File: src/wwdc_pkg.sv
/*
  Constants for the windowed watchdog control block: register addresses,
  field positions, reset values and mode codes.
  Assumes an 8-bit register port addressed by the printed register addresses.
*/
package wwdc_pkg;

  localparam int unsigned ADDR_W = 12;
  localparam int unsigned DATA_W = 8;

  // Register addresses
  localparam logic [11:0] OFS_CTRL_A   = 12'hecd;
  localparam logic [11:0] OFS_CTRL_B   = 12'hece;
  localparam logic [11:0] OFS_PSC_LOW  = 12'hecf;
  localparam logic [11:0] OFS_PSC_HIGH = 12'hed0;
  localparam logic [11:0] OFS_TMR_STAT = 12'hed1;

  // Field positions
  localparam int unsigned CA_EN_BIT  = 0;
  localparam int unsigned CA_PS_LSB  = 1;
  localparam int unsigned CA_PS_MSB  = 5;
  localparam int unsigned CB_WIN_LSB = 0;
  localparam int unsigned CB_WIN_MSB = 2;
  localparam int unsigned CB_CS_LSB  = 4;
  localparam int unsigned CB_CS_MSB  = 6;
  localparam int unsigned TS_PS_LSB  = 0;
  localparam int unsigned TS_PS_MSB  = 1;
  localparam int unsigned TS_ARM_BIT = 2;
  localparam int unsigned TS_TMR_LSB = 3;
  localparam int unsigned TS_TMR_MSB = 7;
  localparam int unsigned PSC_HI_LSB = 8;
  localparam int unsigned PSC_HI_MSB = 15;
  localparam int unsigned PSC_TOP_LSB = 16;
  localparam int unsigned PSC_TOP_MSB = 17;

  // Period select codes
  localparam logic [4:0] PS_UNLOCK  = 5'h1f;
  localparam logic [4:0] PS_DEFAULT = 5'h0b;
  localparam logic [4:0] PS_MAX     = 5'h12;
  localparam logic [4:0] PS_MIN     = 5'h00;

  // Clock select codes
  localparam logic [2:0] CS_UNLOCK  = 3'h7;
  localparam logic [2:0] CS_DEFAULT = 3'h0;
  localparam logic [2:0] CS_LFOSC   = 3'h0;
  localparam logic [2:0] CS_MFOSC   = 3'h1;

  // Window codes
  localparam logic [2:0] WIN_UNLOCK = 3'h7;
  localparam logic [2:0] WIN_OPEN   = 3'h7;

  // Enable modes
  localparam logic [1:0] MODE_ALWAYS = 2'h3;
  localparam logic [1:0] MODE_AWAKE  = 2'h2;
  localparam logic [1:0] MODE_SOFT   = 2'h1;
  localparam logic [1:0] MODE_OFF    = 2'h0;

  // Reset values; those of PS, CS and WIN are held until the configuration fields are loaded
  localparam logic       RST_SEN  = 1'b0;
  localparam logic [4:0] RST_PS   = 5'h0b;
  localparam logic [2:0] RST_CS   = 3'h0;
  localparam logic [2:0] RST_WIN  = 3'h7;
  localparam logic [7:0] RST_DATA = 8'h00;

endpackage

File: src/wwdc_top.sv
/*
  Windowed watchdog control: control registers, prescale counter, window
  timer, arming, clear handling, time-out and window violation events.
  Assumes a single-cycle register port from the CPU on core_clk, clear and
  sleep signals from core logic on the same clock, configuration fields that
  are stable from reset, and oscillator tick levels from other clock domains.
*/
// Our own choice: strobed register access.
`timescale 1ns/1ps

module wwdc_top
  import wwdc_pkg::*;
#(
  parameter int unsigned PSC_W = 18,
  parameter int unsigned TMR_W = 5
)
(
  input  wire logic              core_clk,
  input  wire logic              rst_n,
  input  wire logic [ADDR_W-1:0] reg_addr,
  input  wire logic [DATA_W-1:0] reg_wdata,
  input  wire logic              reg_wr,
  input  wire logic              reg_rd,
  output      logic [DATA_W-1:0] reg_rdata,
  input  wire logic [1:0]        config_enable_mode,
  input  wire logic [4:0]        config_period_field,
  input  wire logic [2:0]        config_clock_field,
  input  wire logic [2:0]        config_window_field,
  input  wire logic              low_freq_internal_osc,
  input  wire logic              medium_freq_internal_osc,
  input  wire logic              clear_instr,
  input  wire logic              sleep_mode,
  input  wire logic              sleep_exit_irq,
  input  wire logic              ost_running,
  output      logic              timeout_reset,
  output      logic              timeout_wake,
  output      logic              window_violation,
  output      logic              wdt_active,
  output      logic              window_open
);

  // Threshold step follows from 8 window codes over a 5-bit timer
  function automatic logic win_is_open(input logic [2:0] code,
                                       input logic [TMR_W-1:0] tmr);
    logic [TMR_W-1:0] thr;
    thr = TMR_W'({3'(WIN_OPEN - code), 2'b00});
    return tmr >= thr;
  endfunction

  function automatic logic [PSC_W-1:0] psc_mask(input logic [4:0] code);
    logic [4:0] eff;
    eff = (code > PS_MAX) ? PS_MIN : code;
    return ~({PSC_W{1'b1}} << eff);
  endfunction

  function automatic logic hit(input logic [ADDR_W-1:0] a,
                               input logic [ADDR_W-1:0] ofs);
    return a == ofs;
  endfunction

  // Oscillator tick synchronisers; only the second stage feeds logic
  logic [1:0] lf_sync_q;
  logic [1:0] mf_sync_q;
  logic       lf_prev_q;
  logic       mf_prev_q;

  always_ff @(posedge core_clk or negedge rst_n)
  begin
    if (!rst_n)
    begin
      lf_sync_q <= 2'b00;
      mf_sync_q <= 2'b00;
      lf_prev_q <= 1'b0;
      mf_prev_q <= 1'b0;
    end
    else
    begin
      lf_sync_q <= {lf_sync_q[0], low_freq_internal_osc};
      mf_sync_q <= {mf_sync_q[0], medium_freq_internal_osc};
      lf_prev_q <= lf_sync_q[1];
      mf_prev_q <= mf_sync_q[1];
    end
  end

  logic lf_tick;
  logic mf_tick;
  assign lf_tick = lf_sync_q[1] && !lf_prev_q;
  assign mf_tick = mf_sync_q[1] && !mf_prev_q;

  // Control registers
  logic             load_pend_q;
  logic             load_pend_d;
  logic             sen_q;
  logic             sen_d;
  logic [4:0]       ps_q;
  logic [4:0]       ps_d;
  logic [2:0]       cs_q;
  logic [2:0]       cs_d;
  logic [2:0]       win_q;
  logic [2:0]       win_d;

  logic wr_a;
  logic wr_b;
  logic rd_a;
  assign wr_a = reg_wr && hit(reg_addr, OFS_CTRL_A);
  assign wr_b = reg_wr && hit(reg_addr, OFS_CTRL_B);
  assign rd_a = reg_rd && hit(reg_addr, OFS_CTRL_A);

  always_comb
  begin
    load_pend_d = 1'b0;
    sen_d       = sen_q;
    ps_d        = ps_q;
    cs_d        = cs_q;
    win_d       = win_q;
    if (load_pend_q)
    begin
      // Configuration is caught on the first edge after reset release
      ps_d  = (config_period_field == PS_UNLOCK) ? PS_DEFAULT
                                                 : config_period_field;
      cs_d  = (config_clock_field == CS_UNLOCK) ? CS_DEFAULT
                                                : config_clock_field;
      win_d = config_window_field;
    end
    else
    begin
      if (wr_a)
      begin
        sen_d = reg_wdata[CA_EN_BIT];
        if (config_period_field == PS_UNLOCK)
        begin
          ps_d = reg_wdata[CA_PS_MSB:CA_PS_LSB];
        end
      end
      if (wr_b)
      begin
        if (config_clock_field == CS_UNLOCK)
        begin
          cs_d = reg_wdata[CB_CS_MSB:CB_CS_LSB];
        end
        if (config_window_field == WIN_UNLOCK)
        begin
          win_d = reg_wdata[CB_WIN_MSB:CB_WIN_LSB];
        end
      end
    end
  end

  always_ff @(posedge core_clk or negedge rst_n)
  begin
    if (!rst_n)
    begin
      load_pend_q <= 1'b1;
      sen_q       <= RST_SEN;
      ps_q        <= RST_PS;
      cs_q        <= RST_CS;
      win_q       <= RST_WIN;
    end
    else
    begin
      load_pend_q <= load_pend_d;
      sen_q       <= sen_d;
      ps_q        <= ps_d;
      cs_q        <= cs_d;
      win_q       <= win_d;
    end
  end

  // Operating mode
  logic active;
  always_comb
  begin
    case (config_enable_mode)
      MODE_ALWAYS: active = 1'b1;
      MODE_AWAKE:  active = !sleep_mode;
      MODE_SOFT:   active = sen_q;
      MODE_OFF:    active = 1'b0;
      default:     active = 1'b0;
    endcase
  end

  // Reserved clock codes give no time base, so the count stalls
  logic tick;
  always_comb
  begin
    case (cs_q)
      CS_LFOSC: tick = lf_tick;
      CS_MFOSC: tick = mf_tick;
      default:  tick = 1'b0;
    endcase
  end

  // Counting, clearing, arming and events
  logic [PSC_W-1:0] psc_q;
  logic [PSC_W-1:0] psc_d;
  logic [TMR_W-1:0] tmr_q;
  logic [TMR_W-1:0] tmr_d;
  logic             armed_q;
  logic             armed_d;
  logic             sleep_q;
  logic             rst_ev_q;
  logic             rst_ev_d;
  logic             wake_ev_q;
  logic             wake_ev_d;
  logic             viol_q;
  logic             viol_d;

  logic windowed;
  logic is_open;
  logic clr_ok;
  logic viol;
  logic terminal;
  logic tmo;
  logic cnt_clr;

  assign windowed = (win_q != WIN_OPEN);
  assign is_open  = win_is_open(win_q, tmr_q);
  assign terminal = tick && ((psc_q & psc_mask(ps_q)) == psc_mask(ps_q));
  assign tmo      = active && terminal && (tmr_q == {TMR_W{1'b1}});
  // In windowed mode a closed window or a missing arm both count as violations
  assign clr_ok   = !windowed || (armed_q && is_open);
  assign viol     = active && clear_instr && !clr_ok;

  always_comb
  begin
    // Clears, time-out and violation all restart the period
    cnt_clr = !active || (clear_instr && clr_ok) || (sleep_mode && !sleep_q)
              || sleep_exit_irq || ost_running || wr_a || wr_b || viol || tmo;
    psc_d = psc_q;
    tmr_d = tmr_q;
    if (cnt_clr)
    begin
      psc_d = '0;
      tmr_d = '0;
    end
    else if (terminal)
    begin
      psc_d = '0;
      tmr_d = tmr_q + 1'b1;
    end
    else if (tick)
    begin
      psc_d = psc_q + 1'b1;
    end
    armed_d = armed_q;
    if (cnt_clr)
    begin
      armed_d = 1'b0;
    end
    else if (rd_a)
    begin
      armed_d = 1'b1;
    end
    rst_ev_d  = (tmo && !sleep_mode) || viol;
    wake_ev_d = tmo && sleep_mode;
    viol_d    = viol;
  end

  always_ff @(posedge core_clk or negedge rst_n)
  begin
    if (!rst_n)
    begin
      psc_q     <= '0;
      tmr_q     <= '0;
      armed_q   <= 1'b0;
      sleep_q   <= 1'b0;
      rst_ev_q  <= 1'b0;
      wake_ev_q <= 1'b0;
      viol_q    <= 1'b0;
    end
    else
    begin
      psc_q     <= psc_d;
      tmr_q     <= tmr_d;
      armed_q   <= armed_d;
      sleep_q   <= sleep_mode;
      rst_ev_q  <= rst_ev_d;
      wake_ev_q <= wake_ev_d;
      viol_q    <= viol_d;
    end
  end

  assign timeout_reset    = rst_ev_q;
  assign timeout_wake     = wake_ev_q;
  assign window_violation = viol_q;
  assign wdt_active       = active;
  assign window_open      = is_open;

  // Register read port, data one cycle after the strobe
  logic [DATA_W-1:0] rdata_q;
  logic [DATA_W-1:0] rdata_d;

  always_comb
  begin
    rdata_d = RST_DATA;
    if (reg_rd)
    begin
      case (reg_addr)
        OFS_CTRL_A:
        begin
          rdata_d[CA_EN_BIT]           = sen_q;
          rdata_d[CA_PS_MSB:CA_PS_LSB] = ps_q;
        end
        OFS_CTRL_B:
        begin
          rdata_d[CB_CS_MSB:CB_CS_LSB]   = cs_q;
          rdata_d[CB_WIN_MSB:CB_WIN_LSB] = win_q;
        end
        // Writes to the three status addresses have no decode at all
        OFS_PSC_LOW:  rdata_d = psc_q[DATA_W-1:0];
        OFS_PSC_HIGH: rdata_d = psc_q[PSC_HI_MSB:PSC_HI_LSB];
        OFS_TMR_STAT:
        begin
          rdata_d[TS_TMR_MSB:TS_TMR_LSB] = tmr_q;
          rdata_d[TS_ARM_BIT]            = armed_q;
          rdata_d[TS_PS_MSB:TS_PS_LSB]   = psc_q[PSC_TOP_MSB:PSC_TOP_LSB];
        end
        default: rdata_d = RST_DATA;
      endcase
    end
  end

  always_ff @(posedge core_clk or negedge rst_n)
  begin
    if (!rst_n)
    begin
      rdata_q <= RST_DATA;
    end
    else
    begin
      rdata_q <= rdata_d;
    end
  end

  assign reg_rdata = rdata_q;

endmodule

File: config.mk
export PLATFORM = sky130hd
export DESIGN_NAME = wwdc_top
export DESIGN_NICKNAME = d
export VERILOG_FILES = /design/src/wwdc_pkg.sv /design/src/wwdc_top.sv
export SDC_FILE = /design/constraint.sdc
export NUM_CORES = 1
export LEC_CHECK = 0
export BUFFER_PORTS_ARGS = -buffer_cell sky130_fd_sc_hd__buf_2
export CAP_MARGIN = 40
export CORE_AREA = 4 4 111 113
export DETAILED_ROUTE_END_ITERATION = 8
export DIE_AREA = 0 0 115 117
export PLACE_DENSITY_LB_ADDON = 0.08
export SKIP_CTS_REPAIR_TIMING = 1
export SKIP_LAST_GASP = 1
export SYNTH_ARGS = -nofsm -noshare
export SYNTH_HDL_FRONTEND = slang
export SYNTH_SLANG_ARGS = --single-unit
File: constraint.sdc
create_clock -name core_clk -period 2.1 [get_ports core_clk]
set_input_delay 0.315 -clock core_clk [delete_from_list [all_inputs] [get_ports core_clk]]
set_output_delay 0.315 -clock core_clk [all_outputs]
set_load 0.005 [all_outputs]
### Word level (Yosys, flattened, before mapping)

Index checks and enable logic that the tools add are counted.

* flip-flop bits (word level): 55
* input bits: 43
* output and inout port bits: 13
* logic and storage cells: 114

* add/sub/neg operators: 3
* order comparisons: 2
* eq/ne operators: 15
* shifts and indexed selects: 1
* muxes and demuxes: 27
* bitwise gates (word level): 3
* reduce and logical (&&, ||, !) cells: 46

Operator list (number)
* $eq 12x12->1 const B: 5
* $mux 18: 3
* $mux 5: 7
* $mux 3: 7
* $add 18x1->18 const B: 1
* $and 18x18->18: 1
* $eq 18x18->1: 1
* $not 18->18: 1
* $shl 18x5->18 const A: 1
* $logic_and 1x1->1: 15
* $pmux 3 s5: 1
* $reduce_bool 2->1: 7
* $pmux 1 s4: 3
* $eq 5x5->1 const B: 2
* $logic_or 1x1->1: 10
* $pmux 2 s5: 1
* $mux 8: 1
* $reduce_and 2->1: 4
* $logic_not 1->1: 7
* $eq 3x3->1 const B: 2
* $add 5x1->5 const B: 1
* $ge 5x5->1: 1
* $gt 5x5->1 const B: 1
* $eq 2x2->1 const B: 2
* other kinds (11): 12

### Logic depth before layout (Yosys ltp)

Gate-level depths: netlist of the first run.

* depth after elaboration: 14
* depth in mapped cells: 9
* gate-level depth less buffers: 8

### Worst setup path before layout of the first run

OpenSTA, ideal clock, no wires.

* path type: register to register
* start: register ps_q[4]
* end: register tmr_q[4]
* library setup time: 79 ps
* arrival: 2140 ps
* required time: 2021 ps
* path slack: -119 ps
* cell stages (with the launch flop): 10
* path buffers: 3
* clock period less this slack: 2219 ps
* path through: dfrtp_1 -> buf_6 -> or4_4 -> o211ai_2 -> o211ai_2 -> a2111oi_4 -> and2_1 -> buf_6 -> buf_8 -> mux2i_1

* cells in the longest elaborated chain, start to end: 11
* elaborated cells between the ends (all ways): 12
* those cells by class: order compare: 1; eq/ne: 1; shift: 1; mux: 2; bitwise: 2; reduce/logical: 5

RTL lines
* from (decl): line wwdc_top.sv:95 `logic [4:0] ps_q;`
* from (signal assigned): line wwdc_top.sv:163 `ps_q <= ps_d;`
* $gt 5x5->1: line wwdc_top.sv:52 `eff = (code > PS_MAX) ? PS_MIN : code;`
* $mux 5 (*): line wwdc_top.sv:52
* $shl 18x5->18 (*): line wwdc_top.sv:53 `return ~({PSC_W{1'b1}} << eff);`
* $not 18->18 (*): line wwdc_top.sv:53
* $and 18x18->18: line wwdc_top.sv:218 `assign terminal = tick && ((psc_q & psc_mask(ps_q)) == psc_mask(ps_q));`
* $eq 18x18->1 (*): line wwdc_top.sv:218
* $logic_and 1x1->1 (*): line wwdc_top.sv:218
* $logic_and 1x1->1 (2 in series): line wwdc_top.sv:219 `assign tmo = active && terminal && (tmr_q == {TMR_W{1'b1}});`
* $logic_or 1x1->1: line wwdc_top.sv:228 `|| sleep_exit_irq || ost_running || wr_a || wr_b || viol || tmo;`
* $mux 5 or $reduce_bool 2->1 (tied branches)
* to (signal assigned): line wwdc_top.sv:274 `tmr_q <= tmr_d;`
* to (decl): line wwdc_top.sv:196 `logic [TMR_W-1:0] tmr_q;`

Every way passes the cells marked *; elsewhere a longest branch is shown, timed or not.
A chain may end at the register's enable or synchronous reset.

### Worst setup path after layout of the first run

* start: register ps_q[1]
* end: register tmr_q[4]

The elaborated chain is that of the path after synthesis.

==> qor.yml, run 1 <==
status: "complete, but fails checks"
violations: "negative setup slack"
vias: 3100
fin_worst_skew_ns: 0.005928
fin_crit_sh: 1.063
cellLeakagePower_nw: 1.940
nFillCells: 1161
met2_usage: 0.2427
gr-usage-all-layers: 0.1615
path_clk_slew_ns: 0.07
dp_slack_ns: -0.07820
slew_violations: 0
crit_type: "reg -> reg"
worstPathRequired_ns: 2.33
routed_wl_um: 10540
initialDrtViolationCount: 122
setup_ws_ns: -0.1322
async_flop_share: 1.000
cp_slowest_stage_delay_ns: 0.50
end_kind: "register"
yosys_warnings: 0
crit_path_max_fanout: 6
cts_tree: "yes"
busiest_layer: "met2"
place_inst: 582
fin_crit_ns: 2.232
wl_per_cell_um: 17.71
fin_cells: 595
antenna_cells: 0
die_y_um: 117
fmax_ghz: 0.4480
irDropWorstVdd_v: 0.0003271
synth.cell_area_um2: 3312
drive_gt1_frac: 0.3429
syn_nets: 403
hold_class: "in -> reg"
start_util: 0.2926
hpwl_um: 8189
cap_violations: 0
setup_viol: 26
avgSynthCellArea_um2: 9.382
netlist_top_cells_count: "dfrtp_1 (48), nor2_1 (28), nand2_1 (26), o21ai_0 (23), nand3_1 (21)"
grt_use_met1: 0.2410
synth-edff-count: 0
cp-start-kind: "register"
area.growth.synth_to_final_pct: 31.47
use_met3: 0.02416
syn-instance-count: 353
drc_errors: 0
clock_latency_ns: 0.30
ys.flop_type: "dfrtp_1"
power_mw: 2.439
slowest_stage: "or4_4"
path_cells: "buf_6 > or4_4 > o211ai_2 > o211ai_2 > a2111oi_4 > and2_4 > buf_6 > mux2i_1"
tightest_slew_ns: 0.5289
port_buffers: 54
grt_pass1_vias: 3059
ioPinCount: 56
synth_top_cell_by_area: "dfrtp_1"
cts_sinks: 55
chipWidth_um: 115
synth_cell_type_count: 62
overflow: 0
relSlewSlack: 0.6450
ys_ff_latch: 55
antenna_found_initial: 0
grt_pass1_wl_um: 16680
synthTopCellsByArea: "dfrtp_1 (36%), dfstp_2 (5.6%), mux2i_1 (5.1%)"
root_buffer: "clkbuf_16"
final.setup.tns_ns: -2.215
fp-row-count: 39
cts_buffers: 5
synth_top_area_frac: 0.3627
drt-pass1-iter-count: 5
place_congestion: 0.8447
arrival_ns: 2.46
seq_area_frac_synth: 0.4182
grt_max_degree: 29
power.density_nw_per_um2: 560.2
yosysMostFrequentCell: "dfrtp_1"
viasPerCell: 5.210
ant_nets: 0
die-area_um2: 13460
nets: 501
clockBufferDepth: 2
hold_violations: 0
htree_num_levels: 2
core-area_um2: 11320
rsz0062_at_grt: "yes"
final_util: 0.3846
## critical path: cells and delay by family, from the launching register on
kind / cells / cell delay [ns]
AND/OR/NAND/NOR: 2 / 0.75
AO/OA/AOI/OAI: 3 / 0.61
flip-flops: 1 / 0.38
buffers and inverters: 2 / 0.24
multiplexers: 1 / 0.17
## sequential cells by signal (all words and copies together) (netlist names)
signal,flops
psc_q,18
reg_rdata,8
ps_q,5
tmr_q,5
cs_q,3
win_q,3
lf_sync_q,2
mf_sync_q,2
armed_q,1
lf_prev_q,1
load_pend_q,1
mf_prev_q,1
sen_q,1
sleep_q,1
timeout_reset,1
timeout_wake,1
window_violation,1
## through the flow
stage	hold slack, ns	instance area [um^2]
3_5_place_dp	0.1460	4059
5_1_grt	0.1079	4354
6_report	0.1176	4354
4_1_cts	-0.1775	4232
2_1_floorplan	0.01941	3326
3_3_place_gp	0.1419	4059
## path summary, 6_finish.rpt
path	start	to	slack (ns)	depth (start not counted)
setup / recovery	ps_q[1]$_DFFE_PN1P_	tmr_q[4]$_DFFE_PN0P_	-0.13	8
hold / removal	low_freq_internal_osc	lf_sync_q[0]$_DFF_PN0_	0.12	1
setup reg to reg	ps_q[1]$_DFFE_PN1P_	tmr_q[4]$_DFFE_PN0P_	-0.13	8
hold reg to reg	mf_sync_q[0]$_DFF_PN0_	mf_sync_q[1]$_DFF_PN0_	0.35	0
max in group asynchronous	rst_n	load_pend_q$_DFF_PN1_	1.11	3
min in group asynchronous	rst_n	ps_q[4]$_DFFE_PN0P_	0.36	2
## placed cells by master, fill, tap and decap left out, drive strengths merged, types with 3 or more instances in the layout
cell    synthesis  final
mux2            3      3
nand3          21     21
nand2          26     26
clkbuf         11      5
nand4           4      4
dfrtp          48     48
a21boi          4      4
and4            4      4
o22ai           3      3
a31o            3      3
o21ai          24     24
a211oi          5      5
buf            14    115
ha              7      7
and3           15     15
nor2b           3      3
a222oi          6      6
nor2           28     28
nand4b          3      3
a22oi           9      9
dfstp           7      7
nand3b          3      3
nor4           17     17
nor3            4      4
or4             3      3
o21a            3      3
inv            11     12
and2            3      3
mux2i          17     17
a21oi          11     11
o211ai          5      5
nor3b           3      3
## routing by layer
layer	up-vias	wire, um
li1	1535	-
met1	1486	5255
met2	67	4643
met3	12	482
met4	0	157
met5	-	0
## power by group
part | switching, mW | internal (mW) | total [mW]
combinational | 0.170 | 0.151 | 0.321
sequential | 0.0426 | 1.10 | 1.14
clock | 0.409 | 0.570 | 0.979
## cell families after synthesis
logic type | synth area share
and+or+nand+nor | 0.2422
AOI/OAI and AO/OA | 0.1965
DFF | 0.4182
buffers and inverters | 0.05402
muxes | 0.06158
adders and majority gates | 0.02644
other | 0.001132
## layout make-up
cell class	instances	area [um^2]	area share
Clock buffer	5	125.1	0.02874
Clock inverter	3	47.55	0.01092
Inverter	11	41.29	0.009483
Multi-Input combinational cell	262	1819	0.4178
Sequential cell	55	1385	0.3181
Tap cell	143	178.9	0.04109
Timing Repair Buffer	116	757.0	0.1739
No activity file was read; power rests on OpenSTA's default activity.
==> run 2, diff against run 1 <==
--- a/config.mk
+++ b/config.mk
@@ -5,11 +5,11 @@
 export SDC_FILE = /design/constraint.sdc
 export NUM_CORES = 1
 export LEC_CHECK = 0
+export ABC_AREA = 1
 export BUFFER_PORTS_ARGS = -buffer_cell sky130_fd_sc_hd__buf_2
-export CAP_MARGIN = 40
-export CORE_AREA = 4 4 111 113
+export CORE_AREA = 4 4 114 116
 export DETAILED_ROUTE_END_ITERATION = 8
-export DIE_AREA = 0 0 115 117
+export DIE_AREA = 0 0 118 120
 export PLACE_DENSITY_LB_ADDON = 0.08
 export SKIP_CTS_REPAIR_TIMING = 1
 export SKIP_LAST_GASP = 1
==> qor.yml, run 2 <==
ant_nets: 0
antenna_cells: 0
synth_top_cell_by_area: "dfrtp_1"
cts_tree: "yes"
hpwl_um: 8379
overflow: 0
synth_top_area_frac: 0.3426
drive_gt1_frac: 0.3014
nets: 633
yosys_warnings: 0
cp_slowest_stage_delay_ns: 0.56
vias: 3507
reg2reg_to: "psc_q[17]$_DFFE_PN0P_"
slowest_stage: "dfstp_2"
pwr-share-clk: 0.391
port_buffers: 54
synth_cell_type_count: 40
crit_type: "reg -> reg"
final.setup.tns_ns: -1.563
internal_power_mw: 1.868
final_cell_mix: "nand2_1 (104), inv_1 (62), buf_2 (54)"
yosysMostFrequentCell: "nand2_1"
hold_class: "in -> reg"
ys_ff_latch: 55
worstPathRequired_ns: 2.30
regMostFlops: "psc_q"
fin_cells: 731
cts_buffers: 5
fmax_ghz: 0.4538
reg2reg_from: "win_q[0]$_DFFE_PN1P_"
worst_path_most_repeated_cell: "nand2_1"
reg2reg_slack_ns: -0.10
grt_pass1_vias: 3410
fp-row-count: 40
cap_violations: 0
clockBufferDepth: 2
chipWidth_um: 118
seq_area_frac_synth: 0.3951
avgSynthCellArea_um2: 7.274
switching_share: 0.2697
dp_slack_ns: -0.1664
final_common_cell: "nand2_1"
status: "complete, but fails checks"
drt-pass1-iter-count: 4
hold_slack_ns: 0.1147
violations: "negative setup slack"
p_comb_frac: 0.164
path_clk_slew_ns: 0.07
irDropWorstVdd_v: 0.0002685
netlist_top_cells_count: "nand2_1 (123), inv_1 (65), nor2_1 (54), dfrtp_1 (48), nand4_1 (32)"
place_congestion: 0.8924
slew_violations: 0
core-area_um2: 11910
grt_pass1_wl_um: 17780
area.growth.synth_to_final_pct: 35.62
syn-instance-count: 482
fin_crit_ns: 2.203
async_flop_share: 1.000
ioPinCount: 56
p_seq_frac: 0.446
setup_ws_ns: -0.1034
power_mw: 2.557
clock_latency_ns: 0.30
fin_crit_sh: 1.049
gr-usage-all-layers: 0.1555
startpoint: "win_q[0]$_DFFE_PN1P_"
path_cells: "inv_4 > ha_4 > nand4_1 > o211ai_2 > nand2_1 > nand4_1 > nand3_2 > a21oi_4 > buf_12 > nand3_4 > clkbuf_16 > nand2_1 > nand2_1"
fin_worst_skew_ns: 0.005504
synthTopCellsByArea: "dfrtp_1 (34%), nand2_1 (13%), inv_1 (7.0%)"
arrival_ns: 2.41
cts_sinks: 55
p_sw_mw: 0.6896
routed_wl_um: 11210
endpoint: "psc_q[17]$_DFFE_PN0P_"
end_kind: "register"
synth-edff-count: 0
largest_reg_flops: 18
die-area_um2: 14160
rsz0062_at_grt: "yes"
r2r_cells: 13
setup_viol: 18
cp-start-kind: "register"
cellLeakagePower_nw: 2.371
drc_errors: 0
power.density_nw_per_um2: 537.8
antenna_found_initial: 0
die_y_um: 120
root_buffer: "clkbuf_16"
viasPerCell: 4.798
htree_num_levels: 2
syn_nets: 532
crit_path_max_fanout: 5
synth.cell_area_um2: 3506
ys.flop_type: "dfrtp_1"
start_util: 0.2943
wl_per_cell_um: 15.34
grt_max_degree: 23
hold_violations: 0
place_inst: 707
initialDrtViolationCount: 169
[run 2: cell types whose count changed after synthesis, sizes merged, moves of 9 or more]
cell / previous run / this run
nand3: 21 / 31
nand4: 4 / 33
nand2: 26 / 132
a22oi: 9 / 0
xor2: 0 / 13
nor4: 17 / 3
nor2: 28 / 57
inv: 11 / 68
mux2i: 17 / 0
and3: 15 / 0
[run 2: cell type report]
cell class                      instances  area (um^2)
Clock buffer                            6        138.9
Clock inverter                          2        35.03
Timing Repair Buffer                  104        744.5
Sequential cell                        55         1388
Multi-Input combinational cell        348         1999
Inverter                               69        265.3
Fill cell                            1235         7157
Tap cell                              147        183.9
[run 2: worst min-delay path by stage]
stage | startpoint | to | slack, ns | depth (start not counted)
3_5_place_dp | rst_n | sen_q$_DFFE_PN0P_ | 0.29 | 1
6_report | low_freq_internal_osc | lf_sync_q[0]$_DFF_PN0_ | 0.11 | 1
4_1_cts | rst_n | sen_q$_DFFE_PN0P_ | -0.04 | 1
2_1_floorplan | rst_n | armed_q$_DFFE_PN0P_ | 0.02 | 0
5_1_grt | medium_freq_internal_osc | mf_sync_q[0]$_DFF_PN0_ | 0.10 | 1
3_3_place_gp | rst_n | sen_q$_DFFE_PN0P_ | 0.29 | 1
[run 2: layer usage]
metal | vias up | GRT usage | routed length [um]
met5 | - | 0 | 0
met4 | 0 | 0.04322 | 156
met3 | 10 | 0.03252 | 447
met2 | 70 | 0.2515 | 5349
met1 | 1639 | 0.2109 | 5260
li1 | 1788 | - | -
[run 2: power groups by stage]
stage	Sequential (mW)	Combinational, mW	Clock, mW
finish	1.14	0.418	0.999
global placement	1.16	0.348	0
global route	1.15	0.468	1.08
detailed placement	1.16	0.349	0
floorplan	1.14	0.206	0
CTS	1.13	0.351	1.03
[run 2: kinds of logic (layout without fill, tap and decap cells)]
logic type               count (synthesis)  count (layout)  share of synthesized area
adder cells (fa/ha/maj)                  7               7                    0.02498
flip-flops                              55              55                     0.3951
other                                    1               1                   0.001070
buffers and inverters                   81             181                    0.09493
AND/OR/NAND/NOR                        265             267                     0.3448
XOR/XNOR                                15              15                    0.03747
AO/OA/AOI/OAI                           58              58                     0.1017
[run 2: metrics by stage]
stage | area [um^2] | util
after floorplan | 3521 | -
after global placement | 4172 | 0.3502
after global routing | 4755 | 0.3992
final | 4755 | 0.3992
after CTS | 4345 | 0.3648
after detailed placement | 4172 | 0.3502
[run 2: critical path, delay by kind of cell (launching register included)]
| kind | cells | cell delay (ns) |
|---|---|---|
| and+or+nand+nor | 7 | 0.61 |
| DFF | 1 | 0.56 |
| buffers and inverters | 3 | 0.41 |
| AOI/OAI and AO/OA | 2 | 0.27 |
| adders and majority gates | 1 | 0.24 |
==> run 3, diff against run 2 <==
--- a/config.mk
+++ b/config.mk
@@ -11,6 +11,7 @@
 export DETAILED_ROUTE_END_ITERATION = 8
 export DIE_AREA = 0 0 118 120
 export PLACE_DENSITY_LB_ADDON = 0.08
+export REMOVE_ABC_BUFFERS = 1
 export SKIP_CTS_REPAIR_TIMING = 1
 export SKIP_LAST_GASP = 1
 export SYNTH_ARGS = -nofsm -noshare
==> qor.yml, run 3 (synthesis gave the netlist of run 2 again) <==
place_inst: 708
grt_max_degree: 26
path_cells: "nor2_4 > nand2_2 > nand2_4 > nand2_4 > nand3_2 > nand2_2 > inv_2 > nor2_4 > nand2_2 > nor2_4 > nand3_4 > nand2_8 > clkbuf_16 > nor2_2 > nand2_1 > nand2_1"
clock_latency_ns: 0.30
fin_crit_sh: 0.9937
start_util: 0.2943
die_y_um: 120
cts_sinks: 55
setup_ws_ns: 0.01331
p_seq_frac: 0.472
gr-usage-all-layers: 0.1514
setup_viol: 0
core-area_um2: 11910
final_common_cell: "nand2_1"
drt-pass1-iter-count: 4
grt_pass1_wl_um: 17530
regMostFlops: "psc_q"
wl_per_cell_um: 15.03
hold_slack_ns: -0.04949
end_kind: "register"
switching_share: 0.2880
antenna_cells: 0
die-area_um2: 14160
ant_nets: 0
rsz0062_at_grt: "yes"
multiInputGateArea_um2: 1946
irDropWorstVdd_v: 0.0002628
port_buffers: 54
routed_wl_um: 10990
antenna_found_initial: 0
place_congestion: 0.9027
fp-row-count: 40
dp_slack_ns: -0.07610
cts_tree: "yes"
nFillCells: 1280
grt_pass1_vias: 3289
drive_gt1_frac: 0.2997
status: "complete, but fails checks"
htree_num_levels: 2
cp_slowest_stage_delay_ns: 0.58
fin_worst_skew_ns: 0.007739
slowest_stage: "dfstp_2"
violations: "negative hold slack"
internal_power_mw: 1.722
fin_cells: 731
cellLeakagePower_nw: 2.344
drc_errors: 0
pwr-share-clk: 0.354
chipWidth_um: 118
clockBufferDepth: 2
final_cell_mix: "nand2_1 (121), inv_1 (62), buf_2 (54)"
root_buffer: "clkbuf_16"
fin_crit_ns: 2.087
arrival_ns: 2.28
cap_violations: 0
ioPinCount: 56
hold_violations: 12
cts_buffers: 5
fmax_ghz: 0.4792
hold_class: "in -> async"
cp-start-kind: "register"
vias: 3533
hpwl_um: 8323
power.density_nw_per_um2: 521.0
worstPathRequired_ns: 2.29
initialDrtViolationCount: 163
slew_violations: 0
seqCellArea_um2: 1388
viasPerCell: 4.833
nets: 633
path_clk_slew_ns: 0.08
area.growth.synth_to_final_pct: 32.37
power_mw: 2.418
largest_reg_flops: 18
final.setup.tns_ns: 0
crit_path_max_fanout: 8
p_comb_frac: 0.174
overflow: 0
crit_type: "reg -> reg"
p_sw_mw: 0.6963
[run 3: cell count changes in the layout (fill, tap and decap cells not counted), sizes merged]
cell and delta:
nand2 -2, clkinv +1, clkbuf -2, dlygate4sd3 -1
inv +1, nand3 +1, buf +3, bufinv -1
[run 3: final timing paths]
kind / slack [ns] / endpoint / startpoint / cells past startpoint
min reg2reg: 0.35 / mf_sync_q[1]$_DFF_PN0_ / mf_sync_q[0]$_DFF_PN0_ / 0
max: 0.01 / psc_q[3]$_DFFE_PN0P_ / ps_q[3]$_DFFE_PN1P_ / 16
min: -0.05 / sen_q$_DFFE_PN0P_ / rst_n / 1
max reg2reg: 0.01 / psc_q[3]$_DFFE_PN0P_ / ps_q[3]$_DFFE_PN1P_ / 16
min in group core_clk: 0.12 / lf_sync_q[0]$_DFF_PN0_ / low_freq_internal_osc / 1
max in group asynchronous: 1.47 / psc_q[5]$_DFFE_PN0P_ / rst_n / 2
[run 3: critical path: cells and delay by family (launching register included)]
| kind | cells | cell delay (ns) |
|---|---|---|
| flip-flops | 1 | 0.58 |
| AND/OR/NAND/NOR | 14 | 1.19 |
| buffers and inverters | 2 | 0.20 |
[run 3: power groups by stage]
stage / registers [mW] / clock network, mW / logic (mW)
floorplan: 1.15 / 0 / 0.183
global placement: 1.15 / 0 / 0.340
detailed placement: 1.16 / 0 / 0.344
CTS: 1.14 / 0.893 / 0.346
global route: 1.15 / 0.934 / 0.475
finish: 1.14 / 0.857 / 0.420
[run 3: through the flow]
step,util,cell area [um^2],hold slack (ns)
floorplan,-,3432,0.01941
global placement,0.3506,4177,0.2846
detailed placement,0.3506,4177,0.2925
CTS,0.3632,4327,-0.03106
global route,0.3896,4641,0.002696
finish,0.3896,4641,-0.04949
[run 3: layout make-up]
class / count / share of cell area
Timing Repair Buffer: 105 / 0.1539
Multi-Input combinational cell: 347 / 0.4193
Inverter: 69 / 0.05581
Tap cell: 147 / 0.03963
Sequential cell: 55 / 0.2990
Clock buffer: 5 / 0.02696
Clock inverter: 3 / 0.005392
[run 3: layer usage]
layer	GRT usage	wire length, um	vias up
met1	0.2103	5111	1657
met2	0.2436	5213	76
met4	0.03443	155	0
met5	0	0	-
li1	-	-	1789
met3	0.03016	511	11
